`config.mk`:
```
export PLATFORM = sky130hd
export DESIGN_NAME = rdw_writeback
export DESIGN_NICKNAME = d
export VERILOG_FILES = /design/src/logic/rdw_pkg.sv /design/src/logic/rdw_count.sv /design/src/logic/rdw_sync.sv /design/src/logic/rdw_writeback.sv
export SDC_FILE = /design/constraint.sdc
export NUM_CORES = 1
export LEC_CHECK = 0
export ABC_AREA = 1
export BUFFER_PORTS_ARGS = -buffer_cell sky130_fd_sc_hd__buf_2
export CORE_ASPECT_RATIO = 1.75
export CORE_MARGIN = 2
export CORE_UTILIZATION = 40
export CTS_BUF_LIST = sky130_fd_sc_hd__clkbuf_4 sky130_fd_sc_hd__clkbuf_8 sky130_fd_sc_hd__clkbuf_16
export DETAILED_ROUTE_END_ITERATION = 16
export PLACE_DENSITY = 0.65
export SLEW_MARGIN = 20
export SYNTH_ARGS = -nofsm -noshare
export SYNTH_HDL_FRONTEND = slang
export SYNTH_SLANG_ARGS = --single-unit
export TNS_END_PERCENT = 1
```
`constraint.sdc`:
```
create_clock -name sys_clk -period 7.3 [get_ports sys_clk]
set_input_delay 0 -clock sys_clk [delete_from_list [all_inputs] [get_ports sys_clk]]
set_output_delay 0 -clock sys_clk [all_outputs]
set_load 0.02 [all_outputs]
```
`src/logic/rdw_pkg.sv`:
```
// Package with constants and types for the receive descriptor status write-back block.
package rdw_pkg;
   localparam int unsigned REG_AW = 5;
   localparam int unsigned DW     = 32;
   localparam int unsigned TAG_W  = 15;
   localparam int unsigned CNT_W  = 16;
   localparam int unsigned EV_W   = 3;
   // Register offsets.
   localparam logic [REG_AW-1:0] OFS_CTRL    = 5'h00;
   localparam logic [REG_AW-1:0] OFS_STATUS  = 5'h04;
   localparam logic [REG_AW-1:0] OFS_MASK    = 5'h08;
   localparam logic [REG_AW-1:0] OFS_LASTCNT = 5'h0C;
   localparam logic [REG_AW-1:0] OFS_WBCNT   = 5'h10;
   // Control register field positions.
   localparam int unsigned CTRL_STYLE_LSB = 0;
   localparam int unsigned CTRL_BCREJ_BIT = 8;
   localparam int unsigned CTRL_TAGEN_BIT = 9;
   localparam int unsigned CTRL_STRIP_BIT = 10;
   // Reset values.
   localparam logic [7:0]      STYLE_RST = 8'h00;
   localparam logic            BCREJ_RST = 1'b0;
   localparam logic            TAGEN_RST = 1'b0;
   localparam logic            STRIP_RST = 1'b0;
   localparam logic [EV_W-1:0] MASK_RST  = 3'h0;
   // Event bit positions in status and mask.
   localparam int unsigned EV_DONE  = 0;
   localparam int unsigned EV_ERR   = 1;
   localparam int unsigned EV_RANGE = 2;
   // Descriptor word offsets and layout.
   localparam logic [DW-1:0] DESC_W1_OFS = 32'h0000_0004;
   localparam logic [DW-1:0] DESC_W2_OFS = 32'h0000_0008;
   localparam logic [3:0]    BE_ALL      = 4'hF;
   localparam logic [3:0]    BE_W1       = 4'hC;
   localparam int unsigned   W1_OWN  = 31;
   localparam int unsigned   W1_ERR  = 30;
   localparam int unsigned   W1_STP  = 25;
   localparam int unsigned   W1_ENP  = 24;
   localparam int unsigned   W1_PAM  = 22;
   localparam int unsigned   W1_HASH = 21;
   localparam int unsigned   W1_BCST = 20;
   localparam int unsigned   W2_TAG_LSB = 16;
   // Message byte count figures.
   localparam logic [CNT_W-1:0] PAD_MIN_LEN  = 16'h002E;
   localparam logic [CNT_W-1:0] HDR_LEN      = 16'h000E;
   localparam logic [CNT_W-1:0] CNT_MIN      = 16'h000F;
   localparam logic [CNT_W-1:0] CNT_SHORT_MX = 16'h003B;
   localparam logic [CNT_W-1:0] CNT_LONG_MIN = 16'h0040;
   typedef enum logic [2:0] {
      S_IDLE = 3'b001,
      S_W2   = 3'b010,
      S_W1   = 3'b100
   } rdw_state_t;
endpackage

```
`src/logic/rdw_count.sv`:
```
// Message byte count calculation and legal range check.
`timescale 1ns/1ps
module rdw_count (
   input  wire logic [rdw_pkg::CNT_W-1:0] frameLen,
   input  wire logic [rdw_pkg::CNT_W-1:0] lengthField,
   input  wire logic                      stripEn,
   output logic      [rdw_pkg::CNT_W-1:0] msgCount,
   output logic                           inRange
);
   import rdw_pkg::*;

   always_comb
   begin
      if (stripEn && (lengthField < PAD_MIN_LEN))
         msgCount = CNT_W'(HDR_LEN + lengthField);
      else
         msgCount = frameLen;
      inRange = ((msgCount >= CNT_MIN) && (msgCount <= CNT_SHORT_MX))
             || (msgCount >= CNT_LONG_MIN);
   end
endmodule

```
`src/logic/rdw_sync.sv`:
```
// Two flip-flop synchroniser for a bus of levels.
`timescale 1ns/1ps
module rdw_sync #(
   parameter int unsigned W = 1
) (
   input  wire logic         sys_clk,
   input  wire logic         reset,
   input  wire logic [W-1:0] asyncIn,
   output logic      [W-1:0] syncOut
);
   logic [W-1:0] stage1_ff;

   always_ff @(posedge sys_clk or posedge reset)
   begin
      if (reset)
      begin
         stage1_ff <= '0;
         syncOut   <= '0;
      end
      else
      begin
         stage1_ff <= asyncIn;
         syncOut   <= stage1_ff;
      end
   end
endmodule

```
`src/logic/rdw_writeback.sv`:
```
// Receive descriptor status write-back engine with its control registers.
//
// The plain strobed port and the placing of the registers are this design's own decisions.
`timescale 1ns/1ps
module rdw_writeback (
   input  wire logic                       sys_clk,
   input  wire logic                       reset,
   input  wire logic [rdw_pkg::REG_AW-1:0] regAddr,
   input  wire logic [rdw_pkg::DW-1:0]     regWrData,
   input  wire logic                       regWrStb,
   input  wire logic                       regRdStb,
   output logic      [rdw_pkg::DW-1:0]     regRdData,
   output logic                            irq,
   input  wire logic                       bufDone,
   output logic                            bufReady,
   input  wire logic [rdw_pkg::DW-1:0]     descBase,
   input  wire logic                       startOfFrame,
   input  wire logic                       endOfFrame,
   input  wire logic [rdw_pkg::CNT_W-1:0]  frameLen,
   input  wire logic [rdw_pkg::CNT_W-1:0]  lengthField,
   input  wire logic                       isBroadcast,
   input  wire logic                       hashPass,
   input  wire logic                       physMatch,
   input  wire logic                       framingErr,
   input  wire logic                       overflowErr,
   input  wire logic                       crcErr,
   input  wire logic [rdw_pkg::TAG_W-1:0]  addressDetectTag,
   output logic                            descWrValid,
   input  wire logic                       descWrReady,
   output logic      [rdw_pkg::DW-1:0]     descWrAddr,
   output logic      [rdw_pkg::DW-1:0]     descWrData,
   output logic      [3:0]                 descWrBe
);
   import rdw_pkg::*;

   rdw_state_t             state_ff;
   logic [7:0]             styleSel_ff;
   logic                   bcRejEn_ff;
   logic                   tagEn_ff;
   logic                   stripEn_ff;
   logic [EV_W-1:0]        status_ff;
   logic [EV_W-1:0]        mask_ff;
   logic [CNT_W-1:0]       lastCnt_ff;
   logic [DW-1:0]          wbCnt_ff;
   logic [DW-1:0]          word1_ff;
   logic                   rangeBad_ff;
   logic [TAG_W-1:0]       tagSync;
   logic [CNT_W-1:0]       msgCount;
   logic                   cntInRange;
   logic                   styleOn;
   logic                   take;
   logic                   w2Done;
   logic                   w1Done;
   logic                   errSum;
   logic                   hashFlag;
   logic                   bcastFlag;
   logic                   physFlag;
   logic [DW-1:0]          nxt_word1;
   logic [DW-1:0]          nxt_word2;
   logic [EV_W-1:0]        events;
   logic [DW-1:0]          nxt_rdData;

   rdw_sync #(
      .W (TAG_W)
   ) u_tag_sync (
      .sys_clk (sys_clk),
      .reset   (reset),
      .asyncIn (addressDetectTag),
      .syncOut (tagSync)
   );

   rdw_count u_count (
      .frameLen    (frameLen),
      .lengthField (lengthField),
      .stripEn     (stripEn_ff),
      .msgCount    (msgCount),
      .inRange     (cntInRange)
   );

   // Descriptor word assembly at capture.
   always_comb
   begin
      styleOn   = (styleSel_ff != 8'h00);
      errSum    = framingErr | overflowErr | crcErr;
      hashFlag  = endOfFrame & styleOn & hashPass;
      hashFlag  = hashFlag & (~isBroadcast | bcRejEn_ff);
      bcastFlag = endOfFrame & styleOn & isBroadcast & ~bcRejEn_ff;
      physFlag  = endOfFrame & styleOn & physMatch;
      nxt_word1 = '0;
      nxt_word1[W1_OWN]  = 1'b0;
      nxt_word1[W1_ERR]  = errSum;
      nxt_word1[29]      = framingErr;
      nxt_word1[28]      = overflowErr;
      nxt_word1[27]      = crcErr;
      nxt_word1[W1_STP]  = startOfFrame;
      nxt_word1[W1_ENP]  = endOfFrame;
      nxt_word1[W1_PAM]  = physFlag;
      nxt_word1[W1_HASH] = hashFlag;
      nxt_word1[W1_BCST] = bcastFlag;
      nxt_word2 = '0;
      nxt_word2[W2_TAG_LSB +: TAG_W] = tagEn_ff ? tagSync : '0;
      nxt_word2[CNT_W-1:0] = endOfFrame ? msgCount : '0;
   end

   assign bufReady = (state_ff == S_IDLE);
   assign take     = bufDone & bufReady;
   assign w2Done   = (state_ff == S_W2) & descWrReady;
   assign w1Done   = (state_ff == S_W1) & descWrReady;

   // Write-back sequencer: third word first, ownership word last.
   always_ff @(posedge sys_clk or posedge reset)
   begin
      if (reset)
         state_ff <= S_IDLE;
      else
      begin
         case (state_ff)
            S_IDLE:  if (take) state_ff <= S_W2;
            S_W2:    if (descWrReady) state_ff <= S_W1;
            S_W1:    if (descWrReady) state_ff <= S_IDLE;
            default: state_ff <= S_IDLE;
         endcase
      end
   end

   always_ff @(posedge sys_clk or posedge reset)
   begin
      if (reset)
      begin
         descWrValid <= 1'b0;
         descWrAddr  <= '0;
         descWrData  <= '0;
         descWrBe    <= '0;
         word1_ff    <= '0;
         rangeBad_ff <= 1'b0;
      end
      else if (take)
      begin
         descWrValid <= 1'b1;
         descWrAddr  <= DW'(descBase + DESC_W2_OFS);
         descWrData  <= nxt_word2;
         descWrBe    <= BE_ALL;
         word1_ff    <= nxt_word1;
         rangeBad_ff <= endOfFrame & ~cntInRange;
      end
      else if (w2Done)
      begin
         descWrAddr <= DW'(descWrAddr - DESC_W2_OFS + DESC_W1_OFS);
         descWrData <= word1_ff;
         descWrBe   <= BE_W1;
      end
      else if (w1Done)
      begin
         descWrValid <= 1'b0;
      end
   end

   // Control register.
   always_ff @(posedge sys_clk or posedge reset)
   begin
      if (reset)
      begin
         styleSel_ff <= STYLE_RST;
         bcRejEn_ff  <= BCREJ_RST;
         tagEn_ff    <= TAGEN_RST;
         stripEn_ff  <= STRIP_RST;
      end
      else if (regWrStb && (regAddr == OFS_CTRL))
      begin
         styleSel_ff <= regWrData[CTRL_STYLE_LSB +: 8];
         bcRejEn_ff  <= regWrData[CTRL_BCREJ_BIT];
         tagEn_ff    <= regWrData[CTRL_TAGEN_BIT];
         stripEn_ff  <= regWrData[CTRL_STRIP_BIT];
      end
   end

   always_ff @(posedge sys_clk or posedge reset)
   begin
      if (reset)
         mask_ff <= MASK_RST;
      else if (regWrStb && (regAddr == OFS_MASK))
         mask_ff <= regWrData[EV_W-1:0];
   end

   // Sticky events; a read clears them but a same-cycle event survives.
   always_comb
   begin
      events = '0;
      events[EV_DONE]  = w1Done;
      events[EV_ERR]   = w1Done & word1_ff[W1_ERR];
      events[EV_RANGE] = w1Done & rangeBad_ff;
   end

   always_ff @(posedge sys_clk or posedge reset)
   begin
      if (reset)
         status_ff <= '0;
      else if (regRdStb && (regAddr == OFS_STATUS))
         status_ff <= events;
      else
         status_ff <= status_ff | events;
   end

   assign irq = |(status_ff & mask_ff);

   always_ff @(posedge sys_clk or posedge reset)
   begin
      if (reset)
      begin
         lastCnt_ff <= '0;
         wbCnt_ff   <= '0;
      end
      else
      begin
         if (w2Done && word1_ff[W1_ENP])
            lastCnt_ff <= descWrData[CNT_W-1:0];
         if (w1Done)
            wbCnt_ff <= DW'(wbCnt_ff + 32'h0000_0001);
      end
   end

   // Register read port, data one cycle after the strobe.
   always_comb
   begin
      nxt_rdData = '0;
      case (regAddr)
         OFS_CTRL:
         begin
            nxt_rdData[CTRL_STYLE_LSB +: 8] = styleSel_ff;
            nxt_rdData[CTRL_BCREJ_BIT]      = bcRejEn_ff;
            nxt_rdData[CTRL_TAGEN_BIT]      = tagEn_ff;
            nxt_rdData[CTRL_STRIP_BIT]      = stripEn_ff;
         end
         OFS_STATUS:  nxt_rdData[EV_W-1:0]  = status_ff;
         OFS_MASK:    nxt_rdData[EV_W-1:0]  = mask_ff;
         OFS_LASTCNT: nxt_rdData[CNT_W-1:0] = lastCnt_ff;
         OFS_WBCNT:   nxt_rdData            = wbCnt_ff;
         default:     nxt_rdData            = '0;
      endcase
   end

   always_ff @(posedge sys_clk or posedge reset)
   begin
      if (reset)
         regRdData <= '0;
      else if (regRdStb)
         regRdData <= nxt_rdData;
      else
         regRdData <= '0;
   end

   property p_lenKept;
      @(posedge sys_clk) disable iff (reset)
      (descWrValid && (state_ff == S_W1)) |-> (descWrBe[1:0] == 2'b00);
   endproperty
   a_lenKept: assert property (p_lenKept) else $error("Buffer length lanes enabled.");

   property p_rsvdW1;
      @(posedge sys_clk) disable iff (reset)
      (state_ff == S_W1) |-> (descWrData[19:16] == 4'h0) && !descWrData[31]
                              && !descWrData[26] && !descWrData[23];
   endproperty
   a_rsvdW1: assert property (p_rsvdW1) else $error("Reserved or own bit set.");

   property p_rsvdW2;
      @(posedge sys_clk) disable iff (reset)
      (state_ff == S_W2) |-> !descWrData[31];
   endproperty
   a_rsvdW2: assert property (p_rsvdW2) else $error("Third word bit 31 set.");

   property p_tagOff;
      @(posedge sys_clk) disable iff (reset)
      (take && !tagEn_ff) |=> (descWrData[30:16] == 15'h0000);
   endproperty
   a_tagOff: assert property (p_tagOff) else $error("Tag written while disabled.");

   property p_style0;
      @(posedge sys_clk) disable iff (reset)
      (take && (styleSel_ff == 8'h00)) |=> (word1_ff[22:20] == 3'b000);
   endproperty
   a_style0: assert property (p_style0) else $error("Match flag in 16-bit style.");

   property p_bcNoHash;
      @(posedge sys_clk) disable iff (reset)
      (take && endOfFrame && isBroadcast && !bcRejEn_ff && styleOn)
         |=> (word1_ff[21:20] == 2'b01);
   endproperty
   a_bcNoHash: assert property (p_bcNoHash) else $error("Broadcast flags wrong.");

   property p_bcHash;
      @(posedge sys_clk) disable iff (reset)
      (take && endOfFrame && isBroadcast && bcRejEn_ff && hashPass && styleOn)
         |=> (word1_ff[21:20] == 2'b10);
   endproperty
   a_bcHash: assert property (p_bcHash) else $error("Hash flag missing on broadcast.");

   property p_errOr;
      @(posedge sys_clk) disable iff (reset)
      (state_ff == S_W1) |-> (descWrData[30] == (|descWrData[29:27]));
   endproperty
   a_errOr: assert property (p_errOr) else $error("Error summary mismatch.");

   property p_order;
      @(posedge sys_clk) disable iff (reset)
      w2Done |=> descWrValid && (descWrBe == 4'hC)
                 && (descWrAddr == $past(descWrAddr) - 32'h0000_0004);
   endproperty
   a_order: assert property (p_order) else $error("Ownership word not next.");

   property p_cnt;
      @(posedge sys_clk) disable iff (reset)
      (take && endOfFrame && stripEn_ff && (lengthField < 16'h002E))
         |=> (descWrData[15:0] == $past(lengthField) + 16'h000E);
   endproperty
   a_cnt: assert property (p_cnt) else $error("Stripped count wrong.");

   property p_noEnpCnt;
      @(posedge sys_clk) disable iff (reset)
      (take && !endOfFrame) |=> (descWrData[15:0] == 16'h0000) && !word1_ff[24];
   endproperty
   a_noEnpCnt: assert property (p_noEnpCnt) else $error("Count without end flag.");
endmodule

```
==> results of run 1 <==
-- worst max path at each step --
stage	endpoint	slack (ns)	cells after the start
finish	descWrAddr[9]	4.30	9
global route	descWrAddr[9]	4.07	9
CTS	descWrAddr[9]	4.26	9
detailed placement	descWrAddr[9]	4.30	9
global placement	descWrAddr[9]	4.32	9
floorplan	bcRejEn_ff	1.68	1
-- kinds of logic (layout without fill, tap and decap cells) --
family,count (synthesis),in the layout
AOI/OAI and AO/OA,160,160
xor gates and xnor gates,52,52
adders and majority gates,4,4
buffers and inverters,193,502
DFF,206,206
muxes,3,3
other,1,3
and+or+nand+nor,569,569
-- metal layers --
layer,share of wire,up-vias
li1,-,4439
met4,0.050,0
met5,0,-
met1,0.37,4310
met3,0.050,84
met2,0.53,282
-- final cells by class --
cell class	instances	area, um2
timing repair buffer	312	2060
tap	312	390
fill	2313	11700
clock inverter	4	62.6
sequential	206	5160
antenna	2	5.00
clock buffer	31	621
inverter	155	589
multi-input combinational	789	4070
-- flip-flops by register name, indices dropped and copies added, names as in the netlist --
signal,flops
styleSel_ff,8
u_tag_sync.syncOut,15
rangeBad_ff,1
lastCnt_ff,16
descWrBe,2
status_ff,3
u_tag_sync.stage1_ff,15
state_ff,3
regRdData,32
descWrValid,1
descWrAddr,32
stripEn_ff,1
word1_ff,9
wbCnt_ff,32
mask_ff,3
tagEn_ff,1
descWrData,31
bcRejEn_ff,1
-- worst register-to-register path, cell delays in order, from the launching register on --
cell and delay (ns):
dfstp_2 0.53, inv_1 0.07, nor3_4 0.22, nand2_2 0.26
buf_4 0.37, inv_1 0.56, buf_4 0.42, o21ai_0 0.16
o21ai_0 0.19, a32o_1 0.14
-- power breakdown --
group          switching (W)  total [W]  internal, W
logic               0.000915    0.00139     0.000473
registers           0.000240    0.00166      0.00142
clock network       0.000441    0.00106     0.000624
-- stage by stage --
| stage | hold slack (ns) | instances | util | instance area (um2) |
|---|---|---|---|---|
| 5_1_grt | 0.0515 | 1811 | 0.526 | 13000 |
| 3_5_place_dp | 0.109 | 1676 | 0.458 | 11300 |
| 2_1_floorplan | 0.0314 | 1188 | - | 9990 |
| 3_3_place_gp | 0.108 | 1676 | 0.458 | 11300 |
| 6_report | 0.00397 | 1811 | 0.526 | 13000 |
| 4_1_cts | 0.00511 | 1809 | 0.526 | 12900 |
-- cells in the final DEF, fill, tap and decap left out, types with 7 or more instances in the layout --
cell	count
nand2_1	275
buf_2	210
dfrtp_1	205
inv_1	150
nor2_1	115
dlygate4sd3_1	98
nand3_1	72
o21ai_0	71
xor2_1	38
nor3_1	32
nand4_1	28
a21oi_1	21
clkbuf_16	20
a31oi_1	18
o22ai_1	16
xnor2_1	14
o211ai_1	12
a32o_1	9
nor2_2	7
==> impl_metrics.yaml, run 1 <==
status:
  status: "completed"
timing:
  worstMarginPinSlew_ns: 0.981
  finalHoldViolations: 0
  final-setup-viol-count: 0
  finalCritPeriodShare: 0.412
  setup_ws_ns: 4.30
  clock_skew_ns: 0.0205
  timing.fmax_mhz: 333
  slew_viol_final: 0
  finalSetupTns_ns: 0
  rsz0062_at_grt: "no"
  slew_headroom: 0.344
  period_minus_slack_ns: 3.00
yosys:
  synth-simple-area-share: 0.258
  synth_most_common_cell: "nand2_1"
  synth-edff-count: 0
  synth.distinct_cells: 46
  ys_ff_latch: 206
  synth_top_family_by_area: "simple AND/OR/NAND/NOR gates"
  yosysTopAreaCellShare: 0.514
  synth_top_cell_by_area: "dfrtp_1"
  yosys_warnings: 0
  yosys-top-cells-area: "dfrtp_1, nand2_1, inv_1"
  syn-num-nets: 1322
  yosys-top-cells-count: "nand2_1, dfrtp_1, inv_1, nor2_1, nand3_1"
  yosysSeqAreaShare: 0.516
  synthMuxAreaShare: 0.00326
  synthAdderAreaFrac: 0.00501
  synth-compound-area-share: 0.0951
  syn_inst: 1188
  synth-async-reset-ratio: 1.00
  synth_xor_area_frac: 0.0456
  syn_avg_cell_area_um2: 8.41
  dominantRegCellSynth: "dfrtp_1"
  synthesis.area_um2: 9990
global_routing:
  grt_use_total: 0.224
  antenna_found_initial: 2
  met2_usage: 0.407
  use_met3: 0.0331
  met1_usage: 0.247
  grt_overflow: 0
  grt_max_degree: 137
  grt-busiest-layer: "met2"
  grt_pass1_wl_mm: 46.0
  grt_pass1_vias: 9302
route:
  first_pass_iters: 5
  drc_errors: 0
  drt_iter0_markers: 464
  vias: 9115
  wirelength_mm: 28.7
  vias_per_cell: 5.03
  ant_nets: 0
  wl_per_cell_um: 15.9
worst_setup_path:
  regToRegEndpoint: "descWrAddr[9]"
  reg2reg_depth: 9
  crit_family: "buffers and inverters"
  startpoint_type: "register"
  worstPathRequired_ns: 7.74
  cp_num_buf_inv: 4
  crit_type: "register to register"
  reg2reg_slack_ns: 4.30
  slowest_delay_ns: 0.56
  cp-end-kind: "register"
  path_cells: "inv_1 -> nor3_4 -> nand2_2 -> buf_4 -> inv_1 -> buf_4 -> o21ai_0 -> o21ai_0 -> a32o_1"
  crit_path_max_fanout: 42
  cpMaxStageDelayCell: "inv_1"
  rr_startpoint: "state_ff[0]"
  arrival_ns: 3.44
  startpoint: "state_ff[0]"
clock_network:
  path_clk_slew_ns: 0.07
  cts_max_level: 1
  ctsHoldBuffers: 98
  cts_tree: "yes"
  post_cts_buffers: 0
  cts_root_buf: "clkbuf_16"
  clock_sinks: 206
  clock_latency_ns: 0.52
  cts_buffer_depth: 3
  cts_resized: 0
  numCtsBuffers: 20
floorplanning:
  dieArea_um2: 26300
  rows: 76
  die_h_um: 213
  initial_utilization: 0.406
  ios: 233
  dieWidth_um: 123
  core_area_um2: 24600
power:
  p_leak_nw: 6.53
  fin_total_pwr_w: 0.00411
  ir_drop_mv: 0.206
  powerDensity_nw_per_um2: 317
hold_path:
  hold_start: "regAddr[4]"
  min_path_cells: 6
  hp-class: "input pin to register"
  holdPathEnd: "regRdData[9]"
finish:
  fin_nets: 1618
  area_growth_syn_to_layout_pct: 29.7
  drive_gt1_frac: 0.193
placement:
  portBuffers: 210
  place_congestion: 0.934
  dp_hpwl_mm: 20.8
  dp_slack_ns: 4.30
flow_run:
  maxCapViolCount: 0
Note: power is estimated with default switching activity, not from simulation.
==> inputs of run 2 (changes only) <==
ABC_AREA = 0   (was 1)
PLACE_DENSITY = 0.68   (was 0.65)
clock period = 2.6 ns   (was 7.3 ns; I/O delays follow)
==> run 2 against run 1 <==
Final area decreased by 3.7%. Register-to-register slack worse by 4.1 ns. Flip-flop and latch count unchanged. Sequential share of layout area increased by 1.5 points. Area after synthesis is 8.1% lower.
==> impl_metrics.yaml, run 2 <==
clock_network:
  clock_sinks: 206
  cts_buffer_depth: 3
  clock_latency_ns: 0.50
  path_clk_slew_ns: 0.07
  cts_max_level: 1
  cts_root_buf: "clkbuf_16"
  cts_tree: "yes"
  cts_resized: 0
  numCtsBuffers: 20
worst_setup_path:
  crit_type: "register to register"
  cp_num_buf_inv: 1
  crit_family: "flip-flops"
  crit_path_max_fanout: 10
  cp-end-kind: "register"
  cpMaxStageDelayCell: "dfstp_2"
  worstPathRequired_ns: 3.03
  arrival_ns: 2.83
  slowest_delay_ns: 0.64
  startpoint_type: "register"
  path_cells: "nor4bb_4 -> nand2_1 -> a21oi_1 -> a32o_1 -> dlygate4sd3_1"
global_routing:
  grt_pass1_vias: 7868
  antenna_found_initial: 3
  grt_overflow: 0
  grt_use_total: 0.215
  grt_max_degree: 78
  grt_pass1_wl_mm: 40.8
finish:
  final_cell_mix: "buf_2, dfrtp_1, dlygate4sd3_1"
  utilization: 0.551
  final_common_cell: "buf_2"
  fin_nets: 1272
  area_growth_syn_to_layout_pct: 35.9
  final_area_um2: 12500
  drive_gt1_frac: 0.287
  reg_top3: "descWrAddr (32), regRdData (32), wbCnt_ff (32)"
  fill_cells: 2006
yosys:
  yosysSeqAreaShare: 0.562
  ys_ff_latch: 206
  syn_inst: 809
  syn_avg_cell_area_um2: 11.3
  synth-edff-count: 0
  synth.distinct_cells: 60
  yosysTopAreaCellShare: 0.559
  syn-num-nets: 943
  synthesis.area_um2: 9180
  yosys-top-cells-count: "dfrtp_1, nand2_1, xor2_1, mux2_2, xnor2_1"
  yosys_warnings: 0
  yosys-top-cells-area: "dfrtp_1, mux2_2, xor2_1"
  synth_top_cell_by_area: "dfrtp_1"
  synth_most_common_cell: "dfrtp_1"
  synth-async-reset-ratio: 1.00
  dominantRegCellSynth: "dfrtp_1"
power:
  powerDensity_nw_per_um2: 865
  fin_total_pwr_w: 0.0108
  ir_drop_mv: 0.509
  p_leak_nw: 5.97
hold_path:
  hp-class: "input pin to register"
timing:
  fin_hold_ws_ns: 0.0221
  final-setup-viol-count: 0
  timing.fmax_mhz: 417
  clock_skew_ns: 0.0124
  rsz0062_at_grt: "no"
  finalHoldViolations: 0
  finalCritPeriodShare: 0.922
  period_minus_slack_ns: 2.40
  slew_headroom: 0.471
  worstMarginPinSlew_ns: 0.792
  slew_viol_final: 0
route:
  wirelength_mm: 26.1
  drc_errors: 0
  first_pass_iters: 4
  ant_nets: 0
  vias_per_cell: 5.15
  wl_per_cell_um: 17.9
  drt_iter0_markers: 420
  vias: 7476
floorplanning:
  ios: 233
  die_h_um: 204
  core_area_um2: 22700
  rows: 73
  initial_utilization: 0.405
  dieArea_um2: 24200
  dieWidth_um: 118
placement:
  portBuffers: 210
  dp_hpwl_mm: 18.6
  place_area_um2: 10700
  place_congestion: 0.834
status:
  status: "completed"
flow_run:
  maxCapViolCount: 0
==> run 2: cell types whose count changed in the layout (fill, tap and decap cells not counted), sizes merged, moves of 42 or more <==
cell   previous run  this run
nor2            126        35
mux2              2        44
inv             154        11
nand2           280        85
o21ai            73        22
nand3            78        25
==> run 2: path summary, 6_finish.rpt <==
check                                         end  cells past startpoint                     start  slack, ns
min in group asynchronous            regRdData[1]                      3                     reset       0.19
max in group asynchronous          descWrData[19]                      4                     reset       1.55
min reg2reg                u_tag_sync.syncOut[14]                      0  u_tag_sync.stage1_ff[14]       0.35
max reg2reg                          word1_ff[21]                      5               state_ff[0]       0.20
min                                 descWrData[3]                      5            lengthField[3]       0.02
max                                  word1_ff[21]                      5               state_ff[0]       0.20
==> run 2: worst register-to-register path: stages, from the launching register on <==
cell and delay, ns:
dfstp_2 0.64, nor4bb_4 0.31, nand2_1 0.22, a21oi_1 0.40, a32o_1 0.23, dlygate4sd3_1 0.54
==> run 2: cells by family after synthesis <==
kind of cell | share of synthesized area
AOI/OAI and AO/OA | 0.0818
xor gates and xnor gates | 0.0783
adders and majority gates | 0.00546
buffers and inverters | 0.0220
DFF | 0.562
muxes | 0.0725
other | 0.000409
and+or+nand+nor | 0.178
==> run 2: layout make-up <==
cell class,count,area [um2],share of cell area
Tap cell,300,375,0.0301
Clock inverter,7,43.8,0.00351
Inverter,12,48.8,0.00391
Timing Repair Buffer,345,2370,0.190
Clock buffer,29,617,0.0495
Sequential cell,206,5160,0.413
Antenna cell,1,2.50,0.000201
Multi-Input combinational cell,553,3860,0.310
==> run 2: per-layer routing <==
metal | wire length [um] | vias to the layer above | part of all wire | global-route usage
li1 | - | 3529 | - | -
met1 | 9290 | 3638 | 0.36 | 0.224
met2 | 14100 | 237 | 0.54 | 0.413
met3 | 1490 | 68 | 0.057 | 0.0360
met4 | 1130 | 4 | 0.043 | 0.0978
met5 | 27 | - | 0.0010 | 0
==> run 2: timing repair <==
| item | CTS | global route |
|---|---|---|
| endpoints found under the hold margin | 136 | 0 |
| buffers inserted | 0 | 0 |
| hold buffers | 106 | 0 |
==> run 2: metrics by stage <==
| step | TNS (ns) | instances | worst slack [ns] |
|---|---|---|---|
| after global placement | 0 | 1310 | 0.383 |
| final | 0 | 1453 | 0.202 |
| after CTS | 0 | 1452 | 0.143 |
| after floorplan | -14.65 | 809 | -0.0714 |
| after detailed placement | 0 | 1310 | 0.360 |
| after global routing | 0 | 1452 | 0.0715 |
==> run 2: power by group <==
| part | internal, W | leakage [nW] | switching (W) | total (W) |
|---|---|---|---|---|
| combinational | 0.00134 | 3.00 | 0.00187 | 0.00321 |
| sequential | 0.00394 | 2.64 | 0.000742 | 0.00468 |
| clock | 0.00166 | 0.329 | 0.00123 | 0.00289 |
| total | 0.00694 | 5.97 | 0.00384 | 0.0108 |
